<file path="src/rtl/fwp_pkg.sv">
// Purpose: shared constants and types for the flash protection host controller
// Assumes: 16-bit word mode flash, 200 MHz core_clk
// Notes: all timing counts derive from ns figures at a 5 ns period
package fwp_pkg;
   // register byte offsets
   localparam logic [7:0] REG_CTRL = 8'h00;
   localparam logic [7:0] REG_ADDR = 8'h04;
   localparam logic [7:0] REG_WDATA = 8'h08;
   localparam logic [7:0] REG_STATUS = 8'h0c;
   localparam logic [7:0] REG_RDATA = 8'h10;
   localparam logic [7:0] REG_PINS = 8'h14;
   // field positions
   localparam int CTRL_GO_BIT = 8;
   localparam int ST_BUSY_BIT = 0;
   localparam int ST_MAP_BIT = 1;
   localparam int ST_ERR_BIT = 2;
   localparam int PIN_RST_LOW_BIT = 0;
   localparam int PIN_VID_BIT = 1;
   localparam int PIN_WP_LOW_BIT = 2;
   localparam int PIN_ACCEL_BIT = 3;
   localparam logic [3:0] PINS_RESET = 4'h0;
   // bus timing
   localparam int CLK_NS = 5;
   localparam int SETUP_NS = 10;
   localparam int WE_LOW_NS = 35;
   localparam int HOLD_NS = 10;
   localparam int READ_NS = 70;
   localparam logic [3:0] SETUP_CYC = 4'((SETUP_NS + CLK_NS - 1) / CLK_NS);
   localparam logic [3:0] WE_CYC = 4'((WE_LOW_NS + CLK_NS - 1) / CLK_NS);
   localparam logic [3:0] HOLD_CYC = 4'((HOLD_NS + CLK_NS - 1) / CLK_NS);
   localparam logic [3:0] READ_CYC = 4'((READ_NS + CLK_NS - 1) / CLK_NS);
   // command cycle addresses and codes, word mode
   localparam logic [21:0] UNLOCK_A1 = 22'h000555;
   localparam logic [21:0] UNLOCK_A2 = 22'h0002aa;
   localparam logic [15:0] UNLOCK_D1 = 16'h00aa;
   localparam logic [15:0] UNLOCK_D2 = 16'h0055;
   localparam logic [15:0] CMD_PROG = 16'h00a0;
   localparam logic [15:0] CMD_ERASE = 16'h0080;
   localparam logic [15:0] CMD_SECTOR = 16'h0030;
   localparam logic [15:0] CMD_ENTER = 16'h0088;
   localparam logic [15:0] CMD_EXIT = 16'h0090;
   localparam logic [15:0] CMD_EXIT2 = 16'h0000;
   localparam logic [15:0] CMD_RESET = 16'h00f0;
   // secured region size in words (256 bytes)
   localparam logic [21:0] SEC_WORDS = 22'h000080;
   typedef enum logic [2:0] {
      OP_READ, OP_WRITE, OP_PROG, OP_ERASE, OP_ENTER, OP_EXIT, OP_RESET, OP_LOCK
   } fwp_op_t;
   typedef struct packed {
      logic [21:0] addr;
      logic [15:0] data;
      logic last;
   } fwp_cycle_t;
endpackage : fwp_pkg

</file>
<file path="src/rtl/fwp_host.sv">
// Purpose: host controller that drives a parallel flash through its strobes and protection pins
// Assumes: flash data inputs synchronous to core_clk; software owns the protect algorithm
// Notes: AXI4-Lite slave for orders and status; one flash operation at a time
// Function
// RULE1: write-protect pin low blocks program and erase in four outer boot sectors.
// RULE2: write-protect pin high lets those sectors follow their stored protection.
// RULE3: elevated level on write-protect pin enables accelerated programming.
// RULE4: identification voltage on reset pin temporarily unprotects protected sectors.
// RULE5: removing that voltage re-protects all sectors protected before.
// RULE6: write-protect low keeps outer boot sectors protected during temporary unprotect.
// RULE7: secured region indicator reads 81h, 41h or 01h by lock kind.
// RULE8: enter sequence maps boot-sector addresses onto the secured region.
// RULE9: mapping lasts until exit or power loss; reset returns sector zero.
// RULE10: no accelerated or unlock bypass programming while secured region mapped.
// RULE11: factory part holds random number words 0-7 and serial number words 8-15.
// RULE12: factory-locked secured region rejects every program or erase.
// RULE13: customer region is programmed once and locked once, never unlocked.
// RULE14: host locks customer region after enter sequence, reset high or identification.
// RULE15: host issues exit sequence before touching the rest of the array.
// RULE16: below lockout supply the device ignores writes and returns to read.
// RULE17: strobe pulses under about 5 ns do not start a write.
// RULE18: write cycle only with chip-enable and write-enable low, output-enable high.
// RULE19: power-up with strobes low takes no command; state machine resets.
// RULE20: program and erase only after the unlock write cycles.
// RULE21: permanent protect uses identification voltage on the reset pin only.
// RULE22: device combines protection bit, pin and unprotect state into one permit.
//
// Local design decisions: the register addresses and register access over AXI4-Lite.
`timescale 1ns/1ps
module fwp_host (
   // clock and reset
   input wire logic core_clk,
   input wire logic rst_b,
   // axi4-lite write address and data
   input wire logic s_awvalid,
   output logic s_awready,
   input wire logic [7:0] s_awaddr,
   input wire logic s_wvalid,
   output logic s_wready,
   input wire logic [31:0] s_wdata,
   input wire logic [3:0] s_wstrb,
   // axi4-lite write response
   output logic s_bvalid,
   input wire logic s_bready,
   output logic [1:0] s_bresp,
   // axi4-lite read
   input wire logic s_arvalid,
   output logic s_arready,
   input wire logic [7:0] s_araddr,
   output logic s_rvalid,
   input wire logic s_rready,
   output logic [31:0] s_rdata,
   output logic [1:0] s_rresp,
   // flash bus
   output logic flash_ce_b,
   output logic flash_we_b,
   output logic flash_oe_b,
   output logic [21:0] flash_addr,
   output logic [15:0] flash_dq_o,
   output logic flash_dq_oe,
   input wire logic [15:0] flash_dq_i,
   // flash protection pins
   output logic flash_rst_b,
   output logic flash_rst_vid,
   output logic write_protect_accel_pin_b,
   output logic acceleration_high_voltage_en
);
   typedef enum logic [2:0] {ST_IDLE, ST_SETUP, ST_STROBE, ST_HOLD, ST_READ, ST_DONE} fwp_state_t;

   // command cycle table: one entry per bus cycle of each operation
   function automatic fwp_pkg::fwp_cycle_t seq_step(input fwp_pkg::fwp_op_t op, input logic [2:0] idx,
                                                  input logic [21:0] a, input logic [15:0] d);
      fwp_pkg::fwp_cycle_t c;
      c = '{addr: a, data: d, last: 1'b1};
      if (op != fwp_pkg::OP_WRITE && op != fwp_pkg::OP_LOCK && op != fwp_pkg::OP_RESET &&
          op != fwp_pkg::OP_READ) begin
         case (idx)
            3'd0: c = '{addr: fwp_pkg::UNLOCK_A1, data: fwp_pkg::UNLOCK_D1, last: 1'b0};
            3'd1: c = '{addr: fwp_pkg::UNLOCK_A2, data: fwp_pkg::UNLOCK_D2, last: 1'b0};
            3'd2: begin
               case (op)
                  fwp_pkg::OP_PROG: c = '{addr: fwp_pkg::UNLOCK_A1, data: fwp_pkg::CMD_PROG, last: 1'b0};
                  fwp_pkg::OP_ERASE: c = '{addr: fwp_pkg::UNLOCK_A1, data: fwp_pkg::CMD_ERASE, last: 1'b0};
                  fwp_pkg::OP_ENTER: c = '{addr: fwp_pkg::UNLOCK_A1, data: fwp_pkg::CMD_ENTER, last: 1'b1};
                  default: c = '{addr: fwp_pkg::UNLOCK_A1, data: fwp_pkg::CMD_EXIT, last: 1'b0};
               endcase
            end
            default: begin
               case (op)
                  fwp_pkg::OP_PROG: c = '{addr: a, data: d, last: 1'b1};
                  fwp_pkg::OP_ERASE: c = '{addr: a, data: fwp_pkg::CMD_SECTOR, last: 1'b1};
                  default: c = '{addr: a, data: fwp_pkg::CMD_EXIT2, last: 1'b1};
               endcase
               // erase keeps unlocking until step 5; exit ends at step 3
               if (op == fwp_pkg::OP_ERASE && idx != 3'd5) begin
                  c = (idx == 3'd3) ? '{addr: fwp_pkg::UNLOCK_A1, data: fwp_pkg::UNLOCK_D1, last: 1'b0}
                                    : '{addr: fwp_pkg::UNLOCK_A2, data: fwp_pkg::UNLOCK_D2, last: 1'b0};
               end
            end
         endcase
      end else if (op == fwp_pkg::OP_RESET) begin
         c = '{addr: a, data: fwp_pkg::CMD_RESET, last: 1'b1};
      end
      return c;
   endfunction : seq_step

   fwp_state_t state_r;
   fwp_pkg::fwp_op_t op_r;
   fwp_pkg::fwp_cycle_t cyc_r;
   logic [2:0] step_r;
   logic [3:0] cnt_r;
   logic [2:0] op_sel_r;
   logic [21:0] addr_r;
   logic [15:0] wdata_r;
   logic [15:0] rdata_r;
   logic [3:0] pins_r;
   logic mapped_r;
   logic err_r;
   logic start;
   logic refuse;
   logic aw_got_r;
   logic w_got_r;
   logic [7:0] aw_addr_r;
   logic [31:0] w_data_r;
   logic [3:0] w_strb_r;
   logic wr_fire;
   logic err_clr;
   logic [31:0] rd_val;
   fwp_pkg::fwp_cycle_t first_c;
   fwp_pkg::fwp_cycle_t next_c;

   // first bus cycle of an order being taken, and the next one of the running order
   assign first_c = seq_step(fwp_pkg::fwp_op_t'(w_data_r[2:0]), 3'd0, addr_r, wdata_r);
   assign next_c = seq_step(op_r, step_r + 3'd1, addr_r, wdata_r);

   // write channel: take address and data in either order, answer after both
   assign wr_fire = aw_got_r && w_got_r && !s_bvalid;
   always_ff @(posedge core_clk or negedge rst_b) begin
      if (!rst_b) begin
         aw_got_r <= 1'b0;
         w_got_r <= 1'b0;
         aw_addr_r <= 8'h00;
         w_data_r <= 32'h0000_0000;
         w_strb_r <= 4'h0;
         s_awready <= 1'b0;
         s_wready <= 1'b0;
         s_bvalid <= 1'b0;
         s_bresp <= 2'b00;
      end else begin
         s_awready <= !aw_got_r && !(s_awvalid && s_awready) && !s_bvalid;
         s_wready <= !w_got_r && !(s_wvalid && s_wready) && !s_bvalid;
         if (s_awvalid && s_awready) begin
            aw_got_r <= 1'b1;
            aw_addr_r <= s_awaddr;
         end
         if (s_wvalid && s_wready) begin
            w_got_r <= 1'b1;
            w_data_r <= s_wdata;
            w_strb_r <= s_wstrb;
         end
         if (wr_fire) begin
            aw_got_r <= 1'b0;
            w_got_r <= 1'b0;
            s_bvalid <= 1'b1;
            s_bresp <= (aw_addr_r > fwp_pkg::REG_PINS || aw_addr_r[1:0] != 2'b00) ? 2'b10 : 2'b00;
         end else if (s_bvalid && s_bready) begin
            s_bvalid <= 1'b0;
         end
      end
   end

   // read channel: registered data one cycle after the address is taken
   always_comb begin
      rd_val = 32'h0000_0000;
      case (s_araddr)
         fwp_pkg::REG_CTRL: rd_val = {29'h0000_0000, op_sel_r};
         fwp_pkg::REG_ADDR: rd_val = {10'h000, addr_r};
         fwp_pkg::REG_WDATA: rd_val = {16'h0000, wdata_r};
         fwp_pkg::REG_STATUS: rd_val = {29'h0000_0000, err_r, mapped_r, state_r != ST_IDLE};
         fwp_pkg::REG_RDATA: rd_val = {16'h0000, rdata_r};
         fwp_pkg::REG_PINS: rd_val = {28'h000_0000, pins_r};
         default: rd_val = 32'h0000_0000;
      endcase
   end
   always_ff @(posedge core_clk or negedge rst_b) begin
      if (!rst_b) begin
         s_arready <= 1'b0;
         s_rvalid <= 1'b0;
         s_rdata <= 32'h0000_0000;
         s_rresp <= 2'b00;
      end else begin
         s_arready <= !s_rvalid && !(s_arvalid && s_arready);
         if (s_arvalid && s_arready) begin
            s_rvalid <= 1'b1;
            s_rdata <= rd_val;
            s_rresp <= (s_araddr > fwp_pkg::REG_PINS || s_araddr[1:0] != 2'b00) ? 2'b10 : 2'b00;
         end else if (s_rvalid && s_rready) begin
            s_rvalid <= 1'b0;
         end
      end
   end

   // order decode: go bit starts an operation; refused ones raise the error flag
   assign start = wr_fire && aw_addr_r == fwp_pkg::REG_CTRL && w_strb_r[1] && w_data_r[fwp_pkg::CTRL_GO_BIT];
   // locking needs the region mapped; while mapped, erases are refused and programs must stay in the region
   assign refuse = state_r != ST_IDLE || pins_r[fwp_pkg::PIN_RST_LOW_BIT] ||
                   (w_data_r[2:0] == 3'(fwp_pkg::OP_LOCK) && !mapped_r) || // RULE14
                   (mapped_r && (w_data_r[2:0] == 3'(fwp_pkg::OP_ERASE) || // RULE15
                    (w_data_r[2:0] == 3'(fwp_pkg::OP_PROG) && addr_r >= fwp_pkg::SEC_WORDS)));
   assign err_clr = wr_fire && aw_addr_r == fwp_pkg::REG_STATUS && w_strb_r[0] && w_data_r[fwp_pkg::ST_ERR_BIT];
   always_ff @(posedge core_clk or negedge rst_b) begin
      if (!rst_b) begin
         op_sel_r <= 3'd0;
         addr_r <= 22'h000000;
         wdata_r <= 16'h0000;
         pins_r <= fwp_pkg::PINS_RESET;
         err_r <= 1'b0;
      end else begin
         if (wr_fire && aw_addr_r == fwp_pkg::REG_CTRL && w_strb_r[0]) op_sel_r <= w_data_r[2:0];
         if (wr_fire && aw_addr_r == fwp_pkg::REG_ADDR) addr_r <= w_data_r[21:0];
         if (wr_fire && aw_addr_r == fwp_pkg::REG_WDATA) wdata_r <= w_data_r[15:0];
         if (wr_fire && aw_addr_r == fwp_pkg::REG_PINS && w_strb_r[0]) pins_r <= w_data_r[3:0];
         // a refusal in the clearing cycle still sets the flag
         if (start && refuse) err_r <= 1'b1;
         else if (err_clr) err_r <= 1'b0;
      end
   end

   // protection pins: identification voltage only on reset, acceleration never while mapped
   always_ff @(posedge core_clk or negedge rst_b) begin
      if (!rst_b) begin
         flash_rst_b <= 1'b0;
         flash_rst_vid <= 1'b0;
         write_protect_accel_pin_b <= 1'b1;
         acceleration_high_voltage_en <= 1'b0;
      end else begin
         flash_rst_b <= !pins_r[fwp_pkg::PIN_RST_LOW_BIT];
         flash_rst_vid <= pins_r[fwp_pkg::PIN_VID_BIT] && !pins_r[fwp_pkg::PIN_RST_LOW_BIT]; // RULE21
         write_protect_accel_pin_b <= !pins_r[fwp_pkg::PIN_WP_LOW_BIT];
         acceleration_high_voltage_en <= pins_r[fwp_pkg::PIN_ACCEL_BIT] && !pins_r[fwp_pkg::PIN_WP_LOW_BIT] &&
                                         !mapped_r && !pins_r[fwp_pkg::PIN_VID_BIT];
      end
   end

   // flash cycle engine: setup, strobe, hold per cycle of the command sequence
   always_ff @(posedge core_clk or negedge rst_b) begin
      if (!rst_b) begin
         state_r <= ST_IDLE;
         op_r <= fwp_pkg::OP_READ;
         cyc_r <= '0;
         step_r <= 3'd0;
         cnt_r <= 4'h0;
         rdata_r <= 16'h0000;
         mapped_r <= 1'b0;
         flash_ce_b <= 1'b1;
         flash_we_b <= 1'b1;
         flash_oe_b <= 1'b1;
         flash_addr <= 22'h000000;
         flash_dq_o <= 16'h0000;
         flash_dq_oe <= 1'b0;
      end else begin
         cnt_r <= cnt_r + 4'h1;
         case (state_r)
            ST_IDLE: begin
               if (start && !refuse) begin
                  op_r <= fwp_pkg::fwp_op_t'(w_data_r[2:0]);
                  cyc_r <= first_c;
                  flash_addr <= first_c.addr;
                  flash_dq_o <= first_c.data;
                  flash_dq_oe <= w_data_r[2:0] != 3'(fwp_pkg::OP_READ);
                  flash_ce_b <= 1'b0;
                  step_r <= 3'd0;
                  cnt_r <= 4'h1;
                  state_r <= ST_SETUP;
               end
            end
            ST_SETUP: begin
               if (cnt_r >= fwp_pkg::SETUP_CYC) begin
                  cnt_r <= 4'h1;
                  if (op_r == fwp_pkg::OP_READ) begin
                     flash_oe_b <= 1'b0;
                     state_r <= ST_READ;
                  end else begin
                     flash_we_b <= 1'b0; // RULE18
                     state_r <= ST_STROBE;
                  end
               end
            end
            ST_STROBE: begin
               if (cnt_r >= fwp_pkg::WE_CYC) begin
                  cnt_r <= 4'h1;
                  flash_we_b <= 1'b1;
                  state_r <= ST_HOLD;
               end
            end
            ST_HOLD: begin
               if (cnt_r >= fwp_pkg::HOLD_CYC) begin
                  cnt_r <= 4'h1;
                  if (cyc_r.last) begin
                     flash_ce_b <= 1'b1;
                     flash_dq_oe <= 1'b0;
                     state_r <= ST_DONE;
                  end else begin
                     // next cycle of the command sequence
                     step_r <= step_r + 3'd1; // RULE20
                     cyc_r <= next_c;
                     flash_addr <= next_c.addr;
                     flash_dq_o <= next_c.data;
                     state_r <= ST_SETUP;
                  end
               end
            end
            ST_READ: begin
               if (cnt_r >= fwp_pkg::READ_CYC) begin
                  rdata_r <= flash_dq_i;
                  flash_oe_b <= 1'b1;
                  flash_ce_b <= 1'b1;
                  state_r <= ST_DONE;
               end
            end
            ST_DONE: begin
               state_r <= ST_IDLE;
            end
            default: state_r <= ST_IDLE;
         endcase
         // track the secured region mapping; a hardware reset unmaps it
         if (state_r == ST_DONE && op_r == fwp_pkg::OP_ENTER) mapped_r <= 1'b1; // RULE8
         if ((state_r == ST_DONE && op_r == fwp_pkg::OP_EXIT) || !flash_rst_b) mapped_r <= 1'b0; // RULE15
      end
   end

   // helper: data of the last two completed write strobes
   logic [15:0] prev1_r;
   logic [15:0] prev2_r;
   always_ff @(posedge core_clk or negedge rst_b) begin
      if (!rst_b) begin
         prev1_r <= 16'h0000;
         prev2_r <= 16'h0000;
      end else if (state_r == ST_STROBE && cnt_r >= fwp_pkg::WE_CYC) begin
         prev1_r <= flash_dq_o;
         prev2_r <= prev1_r;
      end
   end
endmodule : fwp_host

</file>
<file path="config.mk">
export PLATFORM = sky130hd
export DESIGN_NAME = fwp_host
export DESIGN_NICKNAME = d
export VERILOG_FILES = /design/src/rtl/fwp_pkg.sv /design/src/rtl/fwp_host.sv
export SDC_FILE = /design/constraint.sdc
export NUM_CORES = 1
export LEC_CHECK = 0
export BUFFER_PORTS_ARGS = -buffer_cell sky130_fd_sc_hd__buf_2
export CORE_MARGIN = 8
export CORE_UTILIZATION = 50
export DETAILED_ROUTE_END_ITERATION = 6
export GPL_TIMING_DRIVEN = 0
export PLACE_DENSITY = 0.8
export SLEW_MARGIN = 5
export SYNTH_ARGS = -nofsm -noshare
export SYNTH_HDL_FRONTEND = slang
export SYNTH_SLANG_ARGS = --single-unit
</file>
<file path="constraint.sdc">
create_clock -name core_clk -period 2.4 [get_ports core_clk]
set_input_delay 0.12 -clock core_clk [delete_from_list [all_inputs] [get_ports core_clk]]
set_output_delay 0.12 -clock core_clk [all_outputs]
set_load 0.01 [all_outputs]
</file>
# Word level (Yosys, flattened, before mapping)

Index checks and enable logic that the tools add are counted.

Register bits after elaboration: 198
Input bits: 75
Logic and storage cells: 244

Add/subtract/negate cells: 2
$lt $le $gt $ge: 6
Equality and inequality tests: 42
Mux-type cells: 68
Reduce and logical (&&, ||, !) cells: 91

Operators by type and width:

| operator                                                                              | number |
|---|---|
| 22-bit one-hot mux with 6 select lines                                                | 1 |
| 39-bit 2-to-1 mux                                                                     | 3 |
| 39-bit one-hot mux with 3 select lines                                                | 1 |
| 22-bit 2-to-1 mux                                                                     | 3 |
| 16-bit 2-to-1 mux                                                                     | 3 |
| 22-bit one-hot mux with 2 select lines                                                | 1 |
| 1-bit logical AND                                                                     | 41 |
| 17-bit 2-to-1 mux                                                                     | 2 |
| 17-bit one-hot mux with 2 select lines                                                | 1 |
| 8-bit by 4-bit == test with 1-bit output (second input constant)                      | 4 |
| 16-bit one-hot mux with 2 select lines                                                | 1 |
| 3-bit 2-to-1 mux                                                                      | 10 |
| 28-bit 2-to-1 mux                                                                     | 1 |
| 1-bit 2-to-1 mux                                                                      | 27 |
| 3-bit by 2-bit == test with 1-bit output (second input constant)                      | 8 |
| 8-bit by 5-bit == test with 1-bit output (second input constant)                      | 3 |
| 22-bit by 8-bit greater-or-equal comparator with 1-bit output (second input constant) | 1 |
| 2-bit nonzero test                                                                    | 11 |
| 3-bit == test (second input constant)                                                 | 7 |
| 7-bit one-hot mux with 3 select lines                                                 | 1 |
| 2-bit != test (second input constant)                                                 | 9 |
| 8-bit by 3-bit == test with 1-bit output (second input constant)                      | 2 |
| 8-bit by 5-bit > comparator with 1-bit output (second input constant)                 | 2 |
| 8-bit logical NOT                                                                     | 2 |
| other kinds (24)                                                                      | 64 |

# Longest topological paths before layout

Depth in word-level cells: 9
Depth in mapped cells: 9
Gate-level depth less buffers: 7

# Worst setup path after synthesis

OpenSTA, ideal clock, no wires.

Kind: register -> register
Start point: reg step_r[0]
End point: reg flash_addr[12]
Setup time: 83 ps
Data arrival time: 2253 ps
Data required time: 2317 ps
Setup slack: 65 ps
Stages on the path, launching flop included: 10
Path buffers: 2
Period minus slack after synthesis: 2335 ps
Path through: dfrtp_1 inv_1 ha_1 clkbuf_1 or3_1 a21o_1 a21boi_1 clkbuf_1 nand2_1 o21ai_0

Cells in the longest elaborated chain, start to end: 9

Ends and longest elaborated chain:

| item                                       | line            | source |
|---|---|---|
| start: declaration                         | fwp_host.sv:110 | `logic [2:0] step_r;` |
| start signal: assignment                   | fwp_host.sv:305 | `step_r <= step_r + 3'd1;` |
| 3-bit by 1-bit adder with 3-bit output (*) | fwp_host.sv:134 | `assign next_c = seq_step(op_r, step_r + 3'd1, addr_r, wdata_r);` |
| 3-bit != test                              | fwp_host.sv:95  | `if (op == fwp_pkg::OP_ERASE && idx != 3'd5) begin` |
| 1-bit logical AND                          | fwp_host.sv:95  |  |
| 39-bit 2-to-1 mux                          | fwp_host.sv:95  |  |
| 39-bit one-hot mux with 3 select lines (*) | fwp_host.sv:77  | `case (idx)` |
| 39-bit 2-to-1 mux (*)                      | fwp_host.sv:75  | `if (op != fwp_pkg::OP_WRITE && op != fwp_pkg::OP_LOCK && op != fwp_pkg::OP_RESET &&` |
| 22-bit 2-to-1 mux (*)                      | fwp_host.sv:299 | `if (cyc_r.last) begin` |
| 22-bit 2-to-1 mux (*)                      | fwp_host.sv:297 | `if (cnt_r >= fwp_pkg::HOLD_CYC) begin` |
| 22-bit one-hot mux with 2 select lines (*) | fwp_host.sv:263 | `case (state_r)` |
| end signal: assignment                     | fwp_host.sv:268 | `flash_addr <= first_c.addr;` |
| end signal: assignment                     | fwp_host.sv:307 | `flash_addr <= next_c.addr;` |
| end: declaration                           | fwp_host.sv:58  | `output logic [21:0] flash_addr,` |

Every way passes the cells marked *; elsewhere a longest branch is shown, timed or not. The select of a mux whose other input is x is not followed.
A chain may end at the register's enable or synchronous reset.

# Final worst setup path

Start point: reg aw_addr_r[5]
End point: reg flash_dq_o[12]

Cells in the longest elaborated chain, start to end: 7

Ends and longest elaborated chain:

| item                                 | line            | source |
|---|---|---|
| start: declaration                   | fwp_host.sv:123 | `logic [7:0] aw_addr_r;` |
| start signal: assignment             | fwp_host.sv:154 | `aw_addr_r <= s_awaddr;` |
| 8-bit logical NOT                    | fwp_host.sv:204 | `assign start = wr_fire && aw_addr_r == fwp_pkg::REG_CTRL && w_strb_r[1] && w_data_r[fwp_pkg::CTRL_GO_BIT];` |
| 1-bit logical AND (3 in series)      | fwp_host.sv:204 |  |
| 1-bit logical AND                    | fwp_host.sv:265 | `if (start && !refuse) begin` |
| 2-bit != test (no source line)       | --              |  |
| 4-bit AND reduction (no source line) | --              |  |
| end signal: assignment               | fwp_host.sv:269 | `flash_dq_o <= first_c.data;` |
| end signal: assignment               | fwp_host.sv:308 | `flash_dq_o <= next_c.data;` |
| end: declaration                     | fwp_host.sv:59  | `output logic [15:0] flash_dq_o,` |

No other way between the ends.

==> flow_summary.json <==
{
  "status": "complete, but fails checks",
  "violations": "setup timing",
  "drtIter0Drc": 656,
  "crit_path_max_fanout": 7,
  "synth_edf_count": 0,
  "first_pass_iters": 7,
  "leakagePower_uw": 0.00523,
  "drive_above_1_share_pct": 35.5,
  "insertion_delay_ns": 0.45,
  "min_path_type": "in2async",
  "ir_drop_mv": 0.564,
  "cts.clk_slew.worst_paths_ns": 0.07,
  "num_vias": 7112,
  "wl_per_cell_um": 21.1,
  "routed_wl_mm": 25.6,
  "end_kind": "register",
  "synth-seq-cells": 186,
  "critPathLaunch": "aw_addr_r[5]",
  "start_util_pct": 51.3,
  "rr_worst_depth": 8,
  "p_per_area_nw_per_um2": 889,
  "nets": 1060,
  "htree_levels": 4,
  "die_h_um": 146,
  "clock_skew_ns": 0.0127,
  "portBuffers": 136,
  "timing.final.ws_setup_ns": -0.0249,
  "setup_violations": 8,
  "dieArea_sq_um": 21400,
  "finish.utilization_pct": 67.0,
  "ys_warn_count": 0,
  "grt_pass1_wl_mm": 40.2,
  "root_buffer": "clkbuf_16",
  "crit_type": "reg2reg",
  "grt-ovfl-total": 0,
  "remaining_drc_errors": 0,
  "io_pins": 162,
  "layout_common_cells": "dfrtp_1, buf_2, mux2_2",
  "period_minus_slack_ns": 2.42,
  "cts_tree": "done",
  "core_area_sq_um": 16600,
  "viasPerCell": 5.87,
  "finalMaxSlewViolations": 0,
  "start_kind": "register",
  "track_usage_pct": 23.7,
  "antenna_found_initial": 1,
  "ys_types": 70,
  "postRouteAntennaNets": 0,
  "fin_cells": 1211,
  "maxCapViolations": 0,
  "synth-async-reset-ratio_pct": 100,
  "cts_buffers": 17,
  "fmaxAchievable_mhz": 412,
  "dp_cells": 1113,
  "power_uw": 9880,
  "rsz0062_at_grt": "yes",
  "syn_area_per_cell_sq_um": 11.4,
  "arrival_ns": 2.75,
  "pre_cts_ws_ns": -0.669,
  "slew_headroom_pct": 44.7,
  "fill_cells": 1248,
  "synth_flop_cell": "dfrtp_1",
  "seqCellArea_sq_um": 4660,
  "hold_viol_final": 0,
  "ys_seq_area_share_pct": 54.8,
  "area_delta_synth_final_pct": 30.6,
  "cts_buffer_depth": 2,
  "required_ns": 2.73,
  "worst_pin_slew_ns": 0.821,
  "dp_hpwl_mm": 17.4,
  "cts_sinks": 186,
  "r2r_start": "aw_addr_r[5]",
  "grt_max_degree": 115,
  "period_share_pct": 101,
  "fp.dieW_um": 146,
  "gp_congestion": 0.952,
  "grt_pass1_vias": 7181,
  "multiInputGateArea_sq_um": 3750,
  "postSynthCellCount": 745,
  "syn_area_sq_um": 8500,
  "final_common_cell": "dfrtp_1",
  "fp-row-count": 47
}
[final timing paths]
path / to / slack, ns
worst max-delay path: flash_dq_o[12] / -0.02
worst max register to register: flash_dq_o[12] / -0.02
min in group core_clk: s_rdata[4] / 0.25
worst min-delay path: s_rdata[18] / 0.23
max in group asynchronous: w_data_r[0] / 1.20
worst min register to register: write_protect_accel_pin_b / 0.46
[repair_timing]
item                                    CTS  global route
resized for setup                        36            40
setup buffers                            12             3
hold endpoints to repair                126             0
gates cloned                              0             2
endpoints found under the setup margin   84            71
hold buffers                             53             0
pin swaps                                 8             4
[power by group]
| part | leakage, uW | switching (uW) | total [uW] | internal, uW |
|---|---|---|---|---|
| combinational | 0.00252 | 1250 | 2490 | 1240 |
| clock | 0.000279 | 1240 | 2820 | 1570 |
| sequential | 0.00244 | 699 | 4560 | 3870 |
[flip-flops by register name, indices dropped and copies added, names as in the netlist, 4 cells and up]
name / cells
addr_r: 22
aw_addr_r: 8
cnt_r: 4
flash_addr: 22
flash_dq_o: 16
pins_r: 4
rdata_r: 16
s_rdata: 22
w_data_r: 22
wdata_r: 16
[cell families after synthesis]
logic type,share of synthesized area [%]
DFF,54.8
and+or+nand+nor,11.0
AOI/OAI and AO/OA,14.4
muxes,13.6
buffers and inverters,4.56
adders and majority gates,1.03
xor gates and xnor gates,0.618
other,0.0441
[synth_stat cells, drive strengths merged (6+ instances only)]
master  instances  area share, %
o21ai          48            2.8
nand3          22            1.3
inv            26            1.1
or3             8           0.59
a22o           15            1.5
nand2          64            2.8
ha              7            1.0
a21oi          28            1.6
a221oi         11            1.1
buf            23            1.9
nor3            9           0.53
clkbuf         35            1.5
nor2b          12           0.88
mux2           97             13
nand4           6           0.44
a222oi         12            1.4
a31oi           9           0.66
or2             6           0.44
dfrtp         182             54
nor2           23            1.0
[critical path, cell delays in order (launching register included)]
cell and delay (ns):
dfrtp_1 0.39, or4_4 0.53, nand4bb_4 0.23, a2111o_1 0.33, buf_6 0.15, and2_4 0.16
buf_12 0.14, buf_8 0.13, a22o_1 0.24
[layer usage]
layer	wire (um)	part of all wire, %	vias up	GRT usage, %
met4	846	3.3	0	9.79
met1	10400	41	3538	29.9
met5	0	0	-	0
li1	-	-	3176	-
met2	12500	49	341	38.7
met3	1830	7.2	57	5.22
[stage by stage]
stage                     TNS [ns]  hold slack (ns)  instance area (sq um)
after floorplan                  0           -0.176                   8540
after global routing         -1.79            0.268                  11100
after global placement     -333.87            0.308                   9500
after CTS                        0            0.222                  10900
after detailed placement    -23.99            0.111                   9540
final                       -0.144            0.231                  11100
[final cells by class]
type,count,share of cell area [%]
sequential,186,42.0
multi-input combinational,486,33.8
timing repair buffer,207,12.7
clock buffer,20,4.02
buffer,54,2.92
tap,220,2.48
clock inverter,11,1.22
inverter,26,0.879
antenna,1,0.0225
No activity file was read; power rests on OpenSTA's default activity.
